===== src/adc_ctl_pkg.sv =====
package adc_ctl_pkg;

  localparam int MCLK_HZ   = 125_000_000;
  localparam int SAMPLE_HZ = 1_000_000;
  localparam int SAMPLE_DIV = MCLK_HZ / SAMPLE_HZ;
  localparam int WAKE_NS   = 6000;
  localparam int WAKE_CYC  =
    (WAKE_NS * (MCLK_HZ / 1_000_000) + 999) / 1000;
  localparam int PDM_HZ    = 1_600_000;
  localparam int PDM_HALF  = MCLK_HZ / (2 * PDM_HZ);

  // Byte offsets on the register bus.
  localparam logic [5:0] OFS_CTRL   = 6'h00;
  localparam logic [5:0] OFS_CONF   = 6'h04;
  localparam logic [5:0] OFS_RESULT = 6'h14;
  localparam logic [5:0] OFS_CORR   = 6'h18;
  localparam logic [5:0] OFS_STATUS = 6'h20;
  localparam logic [5:0] OFS_UPPER  = 6'h24;
  localparam logic [5:0] OFS_LOWER  = 6'h28;

  // Status register bit positions.
  localparam int ST_BUSY = 0;
  localparam int ST_CAL  = 1;
  localparam int ST_CONV = 2;
  localparam int ST_WIN  = 3;

  localparam logic [31:0] UPPER_RST = 32'hffffffff;
  localparam logic [31:0] LOWER_RST = 32'h00000000;
  localparam logic [2:0]  SEL_SHORT = 3'h6;

  typedef struct packed {
    logic       auto_trim_enable;
    logic       mic_conversion_on;
    logic       stop;
    logic       soft_reset;
    logic       software_start;
    logic       calibration_enable;
    logic       converter_on;
  } ctrl_t;

  typedef struct packed {
    logic       window_compare_enable;
    logic       pdm_clock_halve;
    logic       mic_clock_select;
    logic       filter_bypass;
    logic [1:0] reference_select;
    logic [1:0] input_attenuation;
    logic [1:0] oversampling_ratio;
    logic       continuous_select;
    logic [2:0] input_select;
  } conf_t;

  localparam ctrl_t CTRL_RST = '0;
  localparam conf_t CONF_RST = '0;

  typedef enum logic [2:0] {
    ST_IDLE, ST_WAKE, ST_CALIB, ST_ACQ, ST_ELAB, ST_MIC
  } seq_state_t;

  function automatic logic [7:0] ratio_of(input logic [1:0] code);
    case (code)
      2'h0:    ratio_of = 8'd200;
      2'h1:    ratio_of = 8'd100;
      2'h2:    ratio_of = 8'd64;
      default: ratio_of = 8'd32;
    endcase
  endfunction : ratio_of

endpackage : adc_ctl_pkg


===== src/adc_conversion_control.sv =====
// Implementation choices: register access over Avalon-MM and the register offsets.
module adc_conversion_control
  import adc_ctl_pkg::*;
(
  // Clock and reset
  input  wire logic        i_mclk,
  input  wire logic        i_sys_rst,
  // Avalon-MM register slave
  input  wire logic [5:0]  i_address,
  input  wire logic        i_read,
  input  wire logic        i_write,
  input  wire logic [31:0] i_writedata,
  output logic      [31:0] o_readdata,
  output logic             o_waitrequest,
  // Analog front end
  input  wire logic        i_mod_bit,
  output logic      [2:0]  o_input_select,
  output logic      [1:0]  o_input_attenuation,
  output logic      [1:0]  o_reference_select,
  output logic             o_analog_on,
  output logic             o_calibrating,
  // Microphone link
  input  wire logic        i_in_a,
  output logic             o_pdm_clock_out
);

  ctrl_t             ctrl_r;
  conf_t             conf_r;
  logic [31:0]       result_r;
  logic [31:0]       corr_r;
  logic [31:0]       upper_r;
  logic [31:0]       lower_r;
  logic [3:0]        flags_r;
  seq_state_t        state_r;
  logic [9:0]        wake_cnt_r;
  logic [6:0]        tick_cnt_r;
  logic              tick_r;
  logic [2:0]        mic_sync_r;
  logic              mic_bit_r;
  logic [7:0]        pdm_cnt_r;
  logic              pdm_rise_r;
  logic [7:0]        samp_cnt_r;
  logic signed [15:0] acc_r;
  logic signed [15:0] filt_r;
  logic              filt_done_r;

  logic              bus_ok;
  logic              wr_ok;
  logic              strobe;
  logic              run;
  logic              in_bit;
  logic signed [15:0] corr_sel;
  logic signed [15:0] corrected;
  logic [31:0]       result_nxt;
  logic              res_wr;
  logic              win_hit;
  logic              busy;
  logic              start;
  logic [7:0]        pdm_half;
  logic              last_samp;
  logic signed [15:0] acc_step;

  //////////////////////////////////////////////////////////////////////////
  // Register bus.

  assign bus_ok = (i_read | i_write) & ~o_waitrequest;
  assign wr_ok  = i_write & ~o_waitrequest;

  always_ff @(posedge i_mclk)
  begin
    if (i_sys_rst)
      o_waitrequest <= 1'b1;
    else
      o_waitrequest <= ~((i_read | i_write) & o_waitrequest);
  end

  always_ff @(posedge i_mclk)
  begin
    if (i_sys_rst)
      o_readdata <= '0;
    else if (i_read & o_waitrequest)
    begin
      case (i_address)
        OFS_CTRL:   o_readdata <= {25'h0, ctrl_r};
        OFS_CONF:   o_readdata <= {18'h0, conf_r};
        OFS_RESULT: o_readdata <= result_r;
        OFS_CORR:   o_readdata <= corr_r;
        OFS_STATUS: o_readdata <= {28'h0, flags_r};
        OFS_UPPER:  o_readdata <= upper_r;
        OFS_LOWER:  o_readdata <= lower_r;
        default:    o_readdata <= '0;
      endcase
    end
  end

  assign busy  = (state_r != ST_IDLE) && (state_r != ST_MIC);
  assign start = (state_r == ST_IDLE) & ctrl_r.converter_on
                 & ctrl_r.software_start;

  always_ff @(posedge i_mclk)
  begin
    if (i_sys_rst || ctrl_r.soft_reset)
      ctrl_r <= CTRL_RST;
    else if (wr_ok && i_address == OFS_CTRL)
      ctrl_r <= ctrl_t'(i_writedata[6:0]);
    else if (ctrl_r.stop)
    begin
      ctrl_r.stop              <= 1'b0;
      ctrl_r.converter_on      <= 1'b0;
      ctrl_r.software_start    <= 1'b0;
      ctrl_r.mic_conversion_on <= 1'b0;
    end
    else if (start)
      ctrl_r.software_start <= 1'b0;
  end

  always_ff @(posedge i_mclk)
  begin
    if (i_sys_rst || ctrl_r.soft_reset)
      conf_r <= CONF_RST;
    else if (wr_ok && i_address == OFS_CONF && !busy)
      conf_r <= conf_t'(i_writedata[13:0]);
  end

  always_ff @(posedge i_mclk)
  begin
    if (i_sys_rst || ctrl_r.soft_reset)
    begin
      upper_r <= UPPER_RST;
      lower_r <= LOWER_RST;
    end
    else if (wr_ok && i_address == OFS_UPPER)
      upper_r <= i_writedata;
    else if (wr_ok && i_address == OFS_LOWER)
      lower_r <= i_writedata;
  end

  //////////////////////////////////////////////////////////////////////////
  // Sample timing and microphone clock.

  always_ff @(posedge i_mclk)
  begin
    // Restarting the tick whenever the filter stops running makes its length exact.
    if (i_sys_rst || !run || tick_cnt_r == 7'(SAMPLE_DIV - 1))
      tick_cnt_r <= '0;
    else
      tick_cnt_r <= tick_cnt_r + 7'd1;
  end

  always_ff @(posedge i_mclk)
  begin
    if (i_sys_rst)
      tick_r <= 1'b0;
    else
      tick_r <= (tick_cnt_r == 7'(SAMPLE_DIV - 1));
  end

  assign pdm_half = conf_r.pdm_clock_halve ? 8'(2 * PDM_HALF)
                                           : 8'(PDM_HALF);

  always_ff @(posedge i_mclk)
  begin
    if (i_sys_rst || !conf_r.mic_clock_select)
    begin
      pdm_cnt_r       <= '0;
      o_pdm_clock_out <= 1'b0;
      pdm_rise_r      <= 1'b0;
    end
    else if (pdm_cnt_r >= pdm_half - 8'd1)
    begin
      pdm_cnt_r       <= '0;
      o_pdm_clock_out <= ~o_pdm_clock_out;
      pdm_rise_r      <= ~o_pdm_clock_out;
    end
    else
    begin
      pdm_cnt_r  <= pdm_cnt_r + 8'd1;
      pdm_rise_r <= 1'b0;
    end
  end

  // The data pin settles only when two synchronised copies agree.
  always_ff @(posedge i_mclk)
  begin
    if (i_sys_rst)
    begin
      mic_sync_r <= '0;
      mic_bit_r  <= 1'b0;
    end
    else
    begin
      mic_sync_r <= {mic_sync_r[1:0], i_in_a};
      if (mic_sync_r[1] == mic_sync_r[2])
        mic_bit_r <= mic_sync_r[2];
    end
  end

  //////////////////////////////////////////////////////////////////////////
  // Decimating filter shared by calibration, acquisition and microphone.

  assign run    = (state_r == ST_CALIB) || (state_r == ST_ACQ)
                  || (state_r == ST_MIC);
  assign strobe = (state_r == ST_MIC) ? pdm_rise_r : tick_r;
  assign in_bit = (state_r == ST_MIC) ? mic_bit_r : i_mod_bit;
  assign last_samp = samp_cnt_r == ratio_of(conf_r.oversampling_ratio) - 8'd1;
  // The sample taken on the last strobe still counts towards the result.
  assign acc_step  = in_bit ? acc_r + 16'sd1 : acc_r - 16'sd1;

  always_ff @(posedge i_mclk)
  begin
    if (i_sys_rst || !run)
    begin
      samp_cnt_r  <= '0;
      acc_r       <= '0;
      filt_done_r <= 1'b0;
    end
    else if (strobe)
    begin
      if (last_samp)
      begin
        samp_cnt_r  <= '0;
        acc_r       <= '0;
        filt_done_r <= 1'b1;
      end
      else
      begin
        samp_cnt_r  <= samp_cnt_r + 8'd1;
        acc_r       <= acc_step;
        filt_done_r <= 1'b0;
      end
    end
    else
      filt_done_r <= 1'b0;
  end

  always_ff @(posedge i_mclk)
  begin
    if (i_sys_rst)
      filt_r <= '0;
    else if (run && strobe && last_samp)
      filt_r <= conf_r.filter_bypass ? acc_step : (acc_step <<< 6);
  end

  //////////////////////////////////////////////////////////////////////////
  // Conversion sequencer.

  always_ff @(posedge i_mclk)
  begin
    if (i_sys_rst || ctrl_r.soft_reset || ctrl_r.stop)
    begin
      state_r    <= ST_IDLE;
      wake_cnt_r <= '0;
    end
    else
    begin
      case (state_r)
        ST_IDLE:
        begin
          wake_cnt_r <= '0;
          if (start)
            state_r <= ST_WAKE;
          else if (ctrl_r.mic_conversion_on)
            state_r <= ST_MIC;
        end
        ST_WAKE:
        begin
          wake_cnt_r <= wake_cnt_r + 10'd1;
          if (wake_cnt_r == 10'(WAKE_CYC - 1))
            state_r <= (ctrl_r.calibration_enable
                        && ctrl_r.auto_trim_enable) ? ST_CALIB
                                                    : ST_ACQ;
        end
        ST_CALIB:
          if (filt_done_r)
            state_r <= ST_ACQ;
        ST_ACQ:
          if (filt_done_r)
            state_r <= ST_ELAB;
        ST_ELAB:
          state_r <= conf_r.continuous_select ? ST_ACQ : ST_IDLE;
        ST_MIC:
          if (!ctrl_r.mic_conversion_on)
            state_r <= ST_IDLE;
        default:
          state_r <= ST_IDLE;
      endcase
    end
  end

  //////////////////////////////////////////////////////////////////////////
  // Correction, result and window compare.

  assign corr_sel  = conf_r.filter_bypass ? $signed(corr_r[15:0])
                                          : $signed(corr_r[31:16]);
  assign corrected = filt_r - corr_sel;
  assign result_nxt = conf_r.filter_bypass ? {16'h0, corrected}
                                           : {corrected, 16'h0};
  assign res_wr = (state_r == ST_ELAB)
                  || (state_r == ST_MIC && filt_done_r);
  assign win_hit = conf_r.window_compare_enable
                   && result_nxt >= lower_r
                   && result_nxt <= upper_r;

  always_ff @(posedge i_mclk)
  begin
    if (i_sys_rst || ctrl_r.soft_reset)
      result_r <= '0;
    else if (res_wr)
      result_r <= result_nxt;
  end

  always_ff @(posedge i_mclk)
  begin
    if (i_sys_rst)
      corr_r <= '0;
    else if (state_r == ST_CALIB && filt_done_r)
    begin
      if (conf_r.filter_bypass)
        corr_r[15:0] <= filt_r;
      else
        corr_r[31:16] <= filt_r;
    end
    else if (wr_ok && i_address == OFS_CORR)
      corr_r <= i_writedata;
  end

  // Hardware sets win over a software clear in the same cycle.
  always_ff @(posedge i_mclk)
  begin
    if (i_sys_rst)
      flags_r <= '0;
    else
    begin
      flags_r[ST_BUSY] <= busy;
      if (state_r == ST_CALIB && filt_done_r)
        flags_r[ST_CAL] <= 1'b1;
      else if (wr_ok && i_address == OFS_STATUS && i_writedata[ST_CAL])
        flags_r[ST_CAL] <= 1'b0;
      if (res_wr)
        flags_r[ST_CONV] <= 1'b1;
      else if (wr_ok && i_address == OFS_STATUS && i_writedata[ST_CONV])
        flags_r[ST_CONV] <= 1'b0;
      if (res_wr && win_hit)
        flags_r[ST_WIN] <= 1'b1;
      else if (wr_ok && i_address == OFS_STATUS && i_writedata[ST_WIN])
        flags_r[ST_WIN] <= 1'b0;
    end
  end

  //////////////////////////////////////////////////////////////////////////
  // Analog front-end controls.

  always_ff @(posedge i_mclk)
  begin
    if (i_sys_rst)
    begin
      o_input_select      <= '0;
      o_input_attenuation <= '0;
      o_reference_select  <= '0;
      o_analog_on         <= 1'b0;
      o_calibrating       <= 1'b0;
    end
    else
    begin
      o_input_select      <= (state_r == ST_CALIB) ? SEL_SHORT
                                                   : conf_r.input_select;
      o_input_attenuation <= conf_r.input_attenuation;
      o_reference_select  <= conf_r.reference_select;
      o_analog_on         <= busy;
      o_calibrating       <= (state_r == ST_CALIB);
    end
  end

endmodule : adc_conversion_control


===== config.mk =====
export PLATFORM = sky130hd
export DESIGN_NAME = adc_conversion_control
export DESIGN_NICKNAME = d
export VERILOG_FILES = /design/src/adc_ctl_pkg.sv /design/src/adc_conversion_control.sv
export SDC_FILE = /design/constraint.sdc
export NUM_CORES = 1
export LEC_CHECK = 0
export BUFFER_PORTS_ARGS = -buffer_cell sky130_fd_sc_hd__clkbuf_2
export CAP_MARGIN = 0
export CELL_PAD_IN_SITES_DETAIL_PLACEMENT = 1
export CELL_PAD_IN_SITES_GLOBAL_PLACEMENT = 1
export CORE_ASPECT_RATIO = 1.75
export CORE_MARGIN = 1
export CORE_UTILIZATION = 46
export CTS_CLUSTER_SIZE = 14
export DETAILED_ROUTE_END_ITERATION = 6
export PLACE_DENSITY = 0.92
export RECOVER_POWER = 25
export SLEW_MARGIN = 20
export SYNTH_ARGS = -nofsm -noshare
export SYNTH_HDL_FRONTEND = slang
export SYNTH_SLANG_ARGS = --single-unit
export TNS_END_PERCENT = 1

===== constraint.sdc =====
create_clock -name i_mclk -period 5.4 [get_ports i_mclk]
set_input_delay 1.08 -clock i_mclk [delete_from_list [all_inputs] [get_ports i_mclk]]
set_output_delay 1.08 -clock i_mclk [all_outputs]
set_load 0.1 [all_outputs]

After elaboration in Yosys (flattened, before gate mapping). Cells that the tools add are included.

Flip-flop bits (word level): 270. Output and inout port bits: 43. Logic and storage cells: 183.

Add/sub/neg operators: 9. $lt $le $gt $ge: 3. Eq/ne operators: 25. Multiplexer cells: 40. Bitwise operators: 12. Reductions and logical operators: 49.

Operators by type and width (number): 32-bit one-hot mux with 7 select lines (1); 16-bit two-way mux (6); 32-bit two-way mux (3); 32-bit greater-or-equal comparator (1); 32-bit less-or-equal comparator (1); 8-bit one-hot mux with 3 select lines (1); 3-bit two-way mux (7); 10-bit one-hot mux with 2 select lines (1); 1-bit logical AND (19); 6-bit equality test, second input constant (3); 3-bit one-hot mux with 6 select lines (1); 16-bit by 2-bit adder with 16-bit output, second input constant (1); 8-bit by 1-bit adder with 8-bit output, second input constant (2); 16-bit subtractor (1); 16-bit by 2-bit subtractor with 16-bit output, second input constant (1); 1-bit two-way mux (15); 6-bit by 5-bit equality test with 1-bit output, second input constant (2); 2-bit != test, second input constant (6); 2-bit nonzero test (6); 10-bit by 1-bit adder with 10-bit output, second input constant (1); 10-bit equality test, second input constant (1); 8-bit equality test (1); 8-bit greater-or-equal comparator (1); 1-bit logical OR (8); 26 further kinds (48).

Logic depth before layout (Yosys ltp). Gate-level depths: netlist of the first run.

Depth in word-level cells: 8. Gate-level depth with buffers: 21.

Least setup slack after synthesis of the first run. Ideal clock, no wire load.

Path type: register -> register. Start point: register conf_r[10] in the netlist's numbering. End point: register flags_r[3]. Library setup time: 139 ps. Arrival: 4555 ps. Data required time: 5261 ps. Slack: 706 ps. Cell stages (with the launch flop): 19. Path buffers: 3. Cells stage by stage: dfxtp_1 -> clkbuf_1 -> clkbuf_1 -> buf_1 -> mux2i_1 -> ha_1 -> a2111o_1 -> o21a_1 -> a22o_1 -> a41oi_1 -> xnor2_1 -> and2_1 -> ha_1 -> a21o_1 -> a21o_1 -> a21oi_1 -> o211ai_1 -> a2111oi_0 -> a211oi_1.

Cells in the longest elaborated chain, start to end: 8.

RTL lines: start, declared (RTL line adc_conversion_control.sv:28) `conf_t conf_r;`; start signal, assigned (RTL line adc_conversion_control.sv:122) `conf_r <= conf_t'(i_writedata[13:0]);`; 16-bit two-way mux (RTL line adc_conversion_control.sv:293) `assign corr_sel = conf_r.filter_bypass ? $signed(corr_r[15:0])`; 16-bit subtractor (RTL line adc_conversion_control.sv:295) `assign corrected = filt_r - corr_sel;`; 32-bit two-way mux (*) (RTL line adc_conversion_control.sv:296) `assign result_nxt = conf_r.filter_bypass ? {16'h0, corrected}`; via result_nxt[29] (RTL line adc_conversion_control.sv:54) `logic [31:0] result_nxt;`; 32-bit greater-or-equal comparator (RTL line adc_conversion_control.sv:301) `&& result_nxt >= lower_r`; 1-bit logical AND (RTL line adc_conversion_control.sv:301); 1-bit logical AND (*) (RTL line adc_conversion_control.sv:302) `&& result_nxt <= upper_r;`; 1-bit logical AND (*) (RTL line adc_conversion_control.sv:343) `if (res_wr && win_hit)`; 1-bit two-way mux or 2-bit nonzero test (tied branches); end signal, assigned by index (RTL line adc_conversion_control.sv:334) `flags_r[ST_BUSY] <= busy;`; end, declared (RTL line adc_conversion_control.sv:33) `logic [3:0] flags_r;`.

The timed path passes the listed nets; every way through them passes the cells marked *. A chain may end at the register's enable or synchronous reset.

Worst setup path after layout of the first run.
Start point: input i_sys_rst. End point: register result_r[9].

Cells in the longest elaborated chain, start to end: 1.

RTL lines: start, declared (RTL line adc_conversion_control.sv:7) `input wire logic i_sys_rst,`; 1-bit logical OR (RTL line adc_conversion_control.sv:306) `if (i_sys_rst || ctrl_r.soft_reset)`; end signal, assigned (RTL line adc_conversion_control.sv:309) `result_r <= result_nxt;`; end, declared (RTL line adc_conversion_control.sv:29) `logic [31:0] result_r;`.

No other way between the ends.

==> results of run 1 <==
-- cell usage after synthesis (27+ instances only) --
master    number
nor2_1       191
clkbuf_1      84
o211ai_1      39
xnor2_1       28
mux2i_1       32
dfxtp_1      270
nand2_1      242
nand3_1       41
a211oi_1      46
ha_1         110
inv_1         92
a21oi_1      248
a21o_1        27
o21ai_0       32
-- routing by layer --
| metal | vias up | GRT usage (%) |
|---|---|---|
| met5 | - | 0 |
| met2 | 609 | 59.0 |
| met4 | 2 | 28.1 |
| met1 | 6885 | 34.7 |
| met3 | 276 | 5.91 |
| li1 | 6430 | - |
-- registers in the layout (all words and copies together) (netlist names), 8 cells and up --
register / count
wake_cnt_r: 10
lower_r: 32
o_readdata: 32
samp_cnt_r: 8
pdm_cnt_r: 8
result_r: 32
conf_r: 14
acc_r: 16
corr_r: 32
filt_r: 16
upper_r: 32
-- worst paths after layout --
path / startpoint / end / slack (ns)
worst min register to register: o_waitrequest / o_waitrequest / 0.44
worst max register to register: conf_r[10] / flags_r[3] / 0.67
worst max-delay path: i_sys_rst / result_r[9] / 0.43
worst min-delay path: o_waitrequest / o_waitrequest / 0.44
-- cell families after synthesis --
group	count (synthesis)
flops	270
mux	35
simple gates	631
fa+ha+maj	112
xor+xnor	53
buf+inv	194
compound gates	502
-- final cells by class --
| cell class | count | area [µm²] | area share (%) |
|---|---|---|---|
| clock inverters | 6 | 57.6 | 0.361 |
| clock buffers | 40 | 785 | 4.92 |
| flip-flops and latches | 270 | 5410 | 33.9 |
| well taps | 391 | 489 | 3.07 |
| repair buffers | 110 | 568 | 3.56 |
| inverters | 92 | 345 | 2.17 |
| multi-input cells | 1333 | 8300 | 52.0 |
-- stage by stage --
| step | setup slack, ns | cells | cell area [µm²] | hold WS, ns |
|---|---|---|---|---|
| after floorplan | 0.706 | 1797 | 14400 | 0.414 |
| after global placement | 0.784 | 2195 | 15100 | 0.423 |
| after detailed placement | 0.702 | 2196 | 15200 | 0.429 |
| after CTS | 0.695 | 2242 | 16000 | 0.445 |
| after global routing | 0.340 | 2242 | 15900 | 0.463 |
| final | 0.430 | 2242 | 15900 | 0.441 |
-- report_power, final --
group          leakage [nW]  total, mW  switching (mW)  internal, mW
Sequential             2.18       2.07          0.0544          2.02
Combinational          3.70      0.603           0.447         0.156
Clock                 0.414       1.84           0.801          1.04
Total                  6.30       4.52            1.30          3.22
==> impl_metrics.tcl, run 1 <==
set metrics [dict create \
    crit_slowest_cell "clkbuf_1" \
    root_buffer "clkbuf_16" \
    fp.dieArea_um2 32100 \
    cts_resized 0 \
    drt-met1-wl_um 18900 \
    hold_path.class "reg -> reg" \
    maxCapViolations 4 \
    grt_pass1_vias 15100 \
    post_cts_buffers 0 \
    yosys.area_share.adder_pct 9.82 \
    worst_path_largest_cell_delay_ns 2.35 \
    period_needed_ns 4.97 \
    synthCells 1797 \
    pin_count 87 \
    final_cell_mix "dfxtp_1 (269), a21oi_1 (248), nand2_1 (241)" \
    final_antenna_net_count 0 \
    critical-path-top-delay-family "buffers and inverters" \
    skew_ns 0.0152 \
    dieHeight_um 236 \
    muxShareOfSynthArea_pct 2.46 \
    crit_top_cell "clkbuf_1" \
    grt_usage_pct 33.9 \
    ir_drop_mv 0.291 \
    final_common_cell "dfxtp_1" \
    synth-edff-count 0 \
    wl_met2_um 27000 \
    rows 85 \
    start_util_pct 46.8 \
    synthSimpleGateAreaFrac_pct 19.7 \
    grt_pass1_wl_um 83500 \
    yosysTopAreaCell "dfxtp_1" \
    setup-tns-final_ns 0 \
    ys_seq_area_share_pct 37.5 \
    worst_pin_slew_ns 3.34 \
    drc_errors 8 \
    antenna_found_initial 1 \
    fmax_mhz 201 \
    wl_met3_um 3580 \
    cts.sinks 270 \
    path_cells "clkbuf_1 -> or2_0 -> clkbuf_1 -> a21oi_1" \
    numCtsBuffers 26 \
    finalHoldViolCount 0 \
    drive_above_1_share_pct 7.51 \
    synth_top_family_by_area "compound AO/OA/AOI/OAI gates" \
    synthXorXnorAreaFrac_pct 3.22 \
    cts_max_level 1 \
    synth_fp_nets 1953 \
    synthTopCellsByArea "dfxtp_1 (37%), ha_1 (9.5%), a21oi_1 (8.6%)" \
    globalRouteOverflowTotal 0 \
    wire_per_inst_um 24.3 \
    clockBufferDepth 3 \
    synth_top_area_share_pct 37.5 \
    critPathMaxFanout 61 \
    crit_required_ns 5.65 \
    yosysUniqueCellTypes 69 \
    synthArstFlopShare_pct 0 \
    rsz0062_at_grt "false" \
    setup_viol 0 \
    worstSetupEndpointType "register" \
    nets 1989 \
    top_layer "met5" \
    violations "design-rule violations, max-capacitance violations, max-slew violations" \
    holdPathStages 1 \
    avgSynthCellArea_um2 8.02 \
    gp_congestion 0.976 \
    cts_tree "built" \
    powerDensity_nw_per_um2 284 \
    rr_worst_depth 19 \
    synth_ff_type "dfxtp_1" \
    worst-setup-path-type "in -> reg" \
    period_share_pct 92.0 \
    core_um2 30800 \
    nFillCells 3845 \
    ys_ff_latch 270 \
    clkTransAtPathRegs_ns 0.06 \
    power_mw 4.52 \
    route.vias.total 14200 \
    drt_wl_total_um 54400 \
    grt_max_degree 62 \
    synth_compound_area_share_pct 22.1 \
    syn_to_final_growth_pct 10.6 \
    cp-start-kind "primary input" \
    dr.pass1.iters 7 \
    drt_iter0_drc 1074 \
    place_hpwl_um 39200 \
    final_util_pct 51.7 \
    clk_latency_ns 0.55 \
    path_depth 4 \
    leakage_nw 6.30 \
    maxSlewHeadroom_pct -123 \
    crit_arrival_ns 5.22 \
    drv_slew 183 \
    hold_buffers 0 \
    port_buffers 86 \
    yosys_warnings 0 \
    status "finished, violations left" \
    synth_area_um2 14400 \
    path_buf_inv 2 \
    die_x_um 136 \
    via_per_inst 6.33 \
    antennaDiodeCount 0 \
]
No activity file was read; power rests on OpenSTA's default activity.
==> run 2, diff against run 1 <==
--- a/config.mk
+++ b/config.mk
@@ -14,6 +14,7 @@
 export CORE_UTILIZATION = 46
 export CTS_CLUSTER_SIZE = 14
 export DETAILED_ROUTE_END_ITERATION = 6
+export GPL_TIMING_DRIVEN = 0
 export PLACE_DENSITY = 0.92
 export RECOVER_POWER = 25
 export SLEW_MARGIN = 20
==> impl_metrics.tcl, run 2 (synthesized netlist as in run 1, its figures left out) <==
set metrics [dict create \
    r2r_setup_slack_ns 0.08 \
    drt_wl_total_um 60800 \
    drt_iter0_drc 1002 \
    period_share_pct 98.5 \
    period_needed_ns 5.32 \
    root_buffer "clkbuf_16" \
    power.switching_mw 1.39 \
    hold_path.class "reg -> reg" \
    rsz0062_at_grt "false" \
    dp_slack_ns -1.45 \
    seq_power_share_pct 42.9 \
    port_buffers 86 \
    skew_ns 0.0205 \
    setup_viol 0 \
    powerDensity_nw_per_um2 291 \
    dieHeight_um 236 \
    cts_tree "built" \
    drive_above_1_share_pct 7.20 \
    grt.met3_usage_pct 8.40 \
    internal_power_mw 3.37 \
    gp_congestion 1.01 \
    grt_pass1_wl_um 91200 \
    ir_drop_mv 0.334 \
    final_common_cell "dfxtp_1" \
    cts_max_level 1 \
    fmax_mhz 188 \
    place_hpwl_um 46800 \
    holdPathStages 1 \
    nets 2069 \
    hold_buffers 0 \
    crit_slowest_cell "a2111oi_0" \
    clockBufferDepth 3 \
    route.vias.total 14800 \
    crit_arrival_ns 5.79 \
    antenna_found_initial 4 \
    wire_per_inst_um 26.2 \
    busiest_layer "met2" \
    maxSlewHeadroom_pct 20.9 \
    final_antenna_net_count 0 \
    fin_ws_ns 0.0817 \
    finalHoldViolCount 0 \
    p_comb_share_pct 14.2 \
    rows 85 \
    fp.dieArea_um2 32100 \
    post_cts_buffers 0 \
    r2r-end "flags_r[3]" \
    p_sw_share_pct 29.1 \
    grt_max_degree 17 \
    start_util_pct 46.8 \
    worst-setup-path-type "reg -> reg" \
    globalRouteOverflowTotal 0 \
    grt_usage_pct 38.3 \
    clk_latency_ns 0.57 \
    drv_slew 0 \
    worstSetupEndpointType "register" \
    numCtsBuffers 26 \
    worst_pin_slew_ns 1.19 \
    clkTransAtPathRegs_ns 0.07 \
    final_cell_mix "dfxtp_1 (270), a21oi_1 (248), nand2_1 (242)" \
    critPathMaxFanout 10 \
    path_cells "buf_4 -> clkbuf_4 -> mux2_2 -> ha_1 -> fa_1 -> inv_1 -> a21o_1 -> a41o_1 -> nor2_1 -> xor2_1 -> nor2_1 -> ha_1 -> nand4_1 -> a21oi_1 -> a2111oi_0 -> o31ai_1 -> o211ai_1 -> a21oi_1 -> a211oi_1" \
    via_per_inst 6.36 \
    gr-usage-met1_pct 36.9 \
    grt_use_met2_pct 65.6 \
    hold_path_end "o_waitrequest" \
    maxCapViolations 0 \
    critical-path-top-delay-family "compound AO/OA/AOI/OAI gates" \
    leakage_nw 6.44 \
    drc_errors 0 \
    hold_ws_ns 0.446 \
    cts_resized 12 \
    cp-start-kind "register" \
    path_buf_inv 3 \
    worst_path_largest_cell_delay_ns 0.78 \
    hold_start "o_waitrequest" \
    crit_required_ns 5.87 \
    cts.sinks 270 \
    dr.pass1.iters 5 \
    pin_count 87 \
    syn_to_final_growth_pct 13.4 \
    rr_worst_depth 19 \
    core_um2 30800 \
    status "finished clean" \
    grt_pass1_vias 15700 \
    die_x_um 136 \
    worstReg2RegStart "conf_r[10]" \
    p_clk_share_pct 42.9 \
]
==> run 2: cell types whose count changed in the layout (fill, tap and decap cells not counted), sizes merged <==
cell	before	now
clkbuf	129	206
bufinv	1	4
diode	0	3
buf	21	20
clkinv	4	5
==> run 2: worst max path at each step <==
stage / from / end / cells after the start
CTS: conf_r[10] / flags_r[3] / 17
finish: conf_r[10] / flags_r[3] / 19
global route: conf_r[10] / flags_r[3] / 19
detailed placement: conf_r[10] / flags_r[3] / 18
floorplan: conf_r[10] / flags_r[3] / 18
global placement: conf_r[10] / flags_r[3] / 18
==> run 2: cell type report <==
cell class                 instances  area (µm²)
antenna                            3        7.51
buffer                           102         419
clock buffer                      36         779
clock inverter                    10         153
fill                            3845       14500
inverter                          92         345
multi-input combinational       1333        8340
sequential                       270        5410
tap                              391         489
timing repair buffer              88         404
==> run 2: power groups by stage <==
| stage | Sequential (mW) | Combinational (mW) | Clock [mW] |
|---|---|---|---|
| 2_1_floorplan | 2.13 | 0.359 | 0 |
| 3_5_place_dp | 2.09 | 0.652 | 0 |
| 4_1_cts | 2.04 | 0.662 | 2.04 |
| 5_1_grt | 2.04 | 0.718 | 2.12 |
| 6_report | 2.04 | 0.675 | 2.04 |
| 3_3_place_gp | 2.08 | 0.631 | 0 |
==> run 2: through the flow <==
stage	TNS, ns	power, mW	area, µm²	util (%)	cells
floorplan	0	2.49	14400	-	1797
global placement	-1.43	2.72	15300	49.7	2274
detailed placement	-1.45	2.74	15400	49.8	2275
CTS	0	4.75	16300	53.0	2321
global route	0	4.88	16300	53.0	2322
finish	0	4.76	16300	53.0	2325
==> run 2: layer usage <==
| metal | vias to the layer above | wire, µm |
|---|---|---|
| met1 | 7156 | 20400 |
| met3 | 358 | 4040 |
| met5 | - | 23 |
| met4 | 4 | 6700 |
| li1 | 6571 | - |
| met2 | 700 | 29700 |
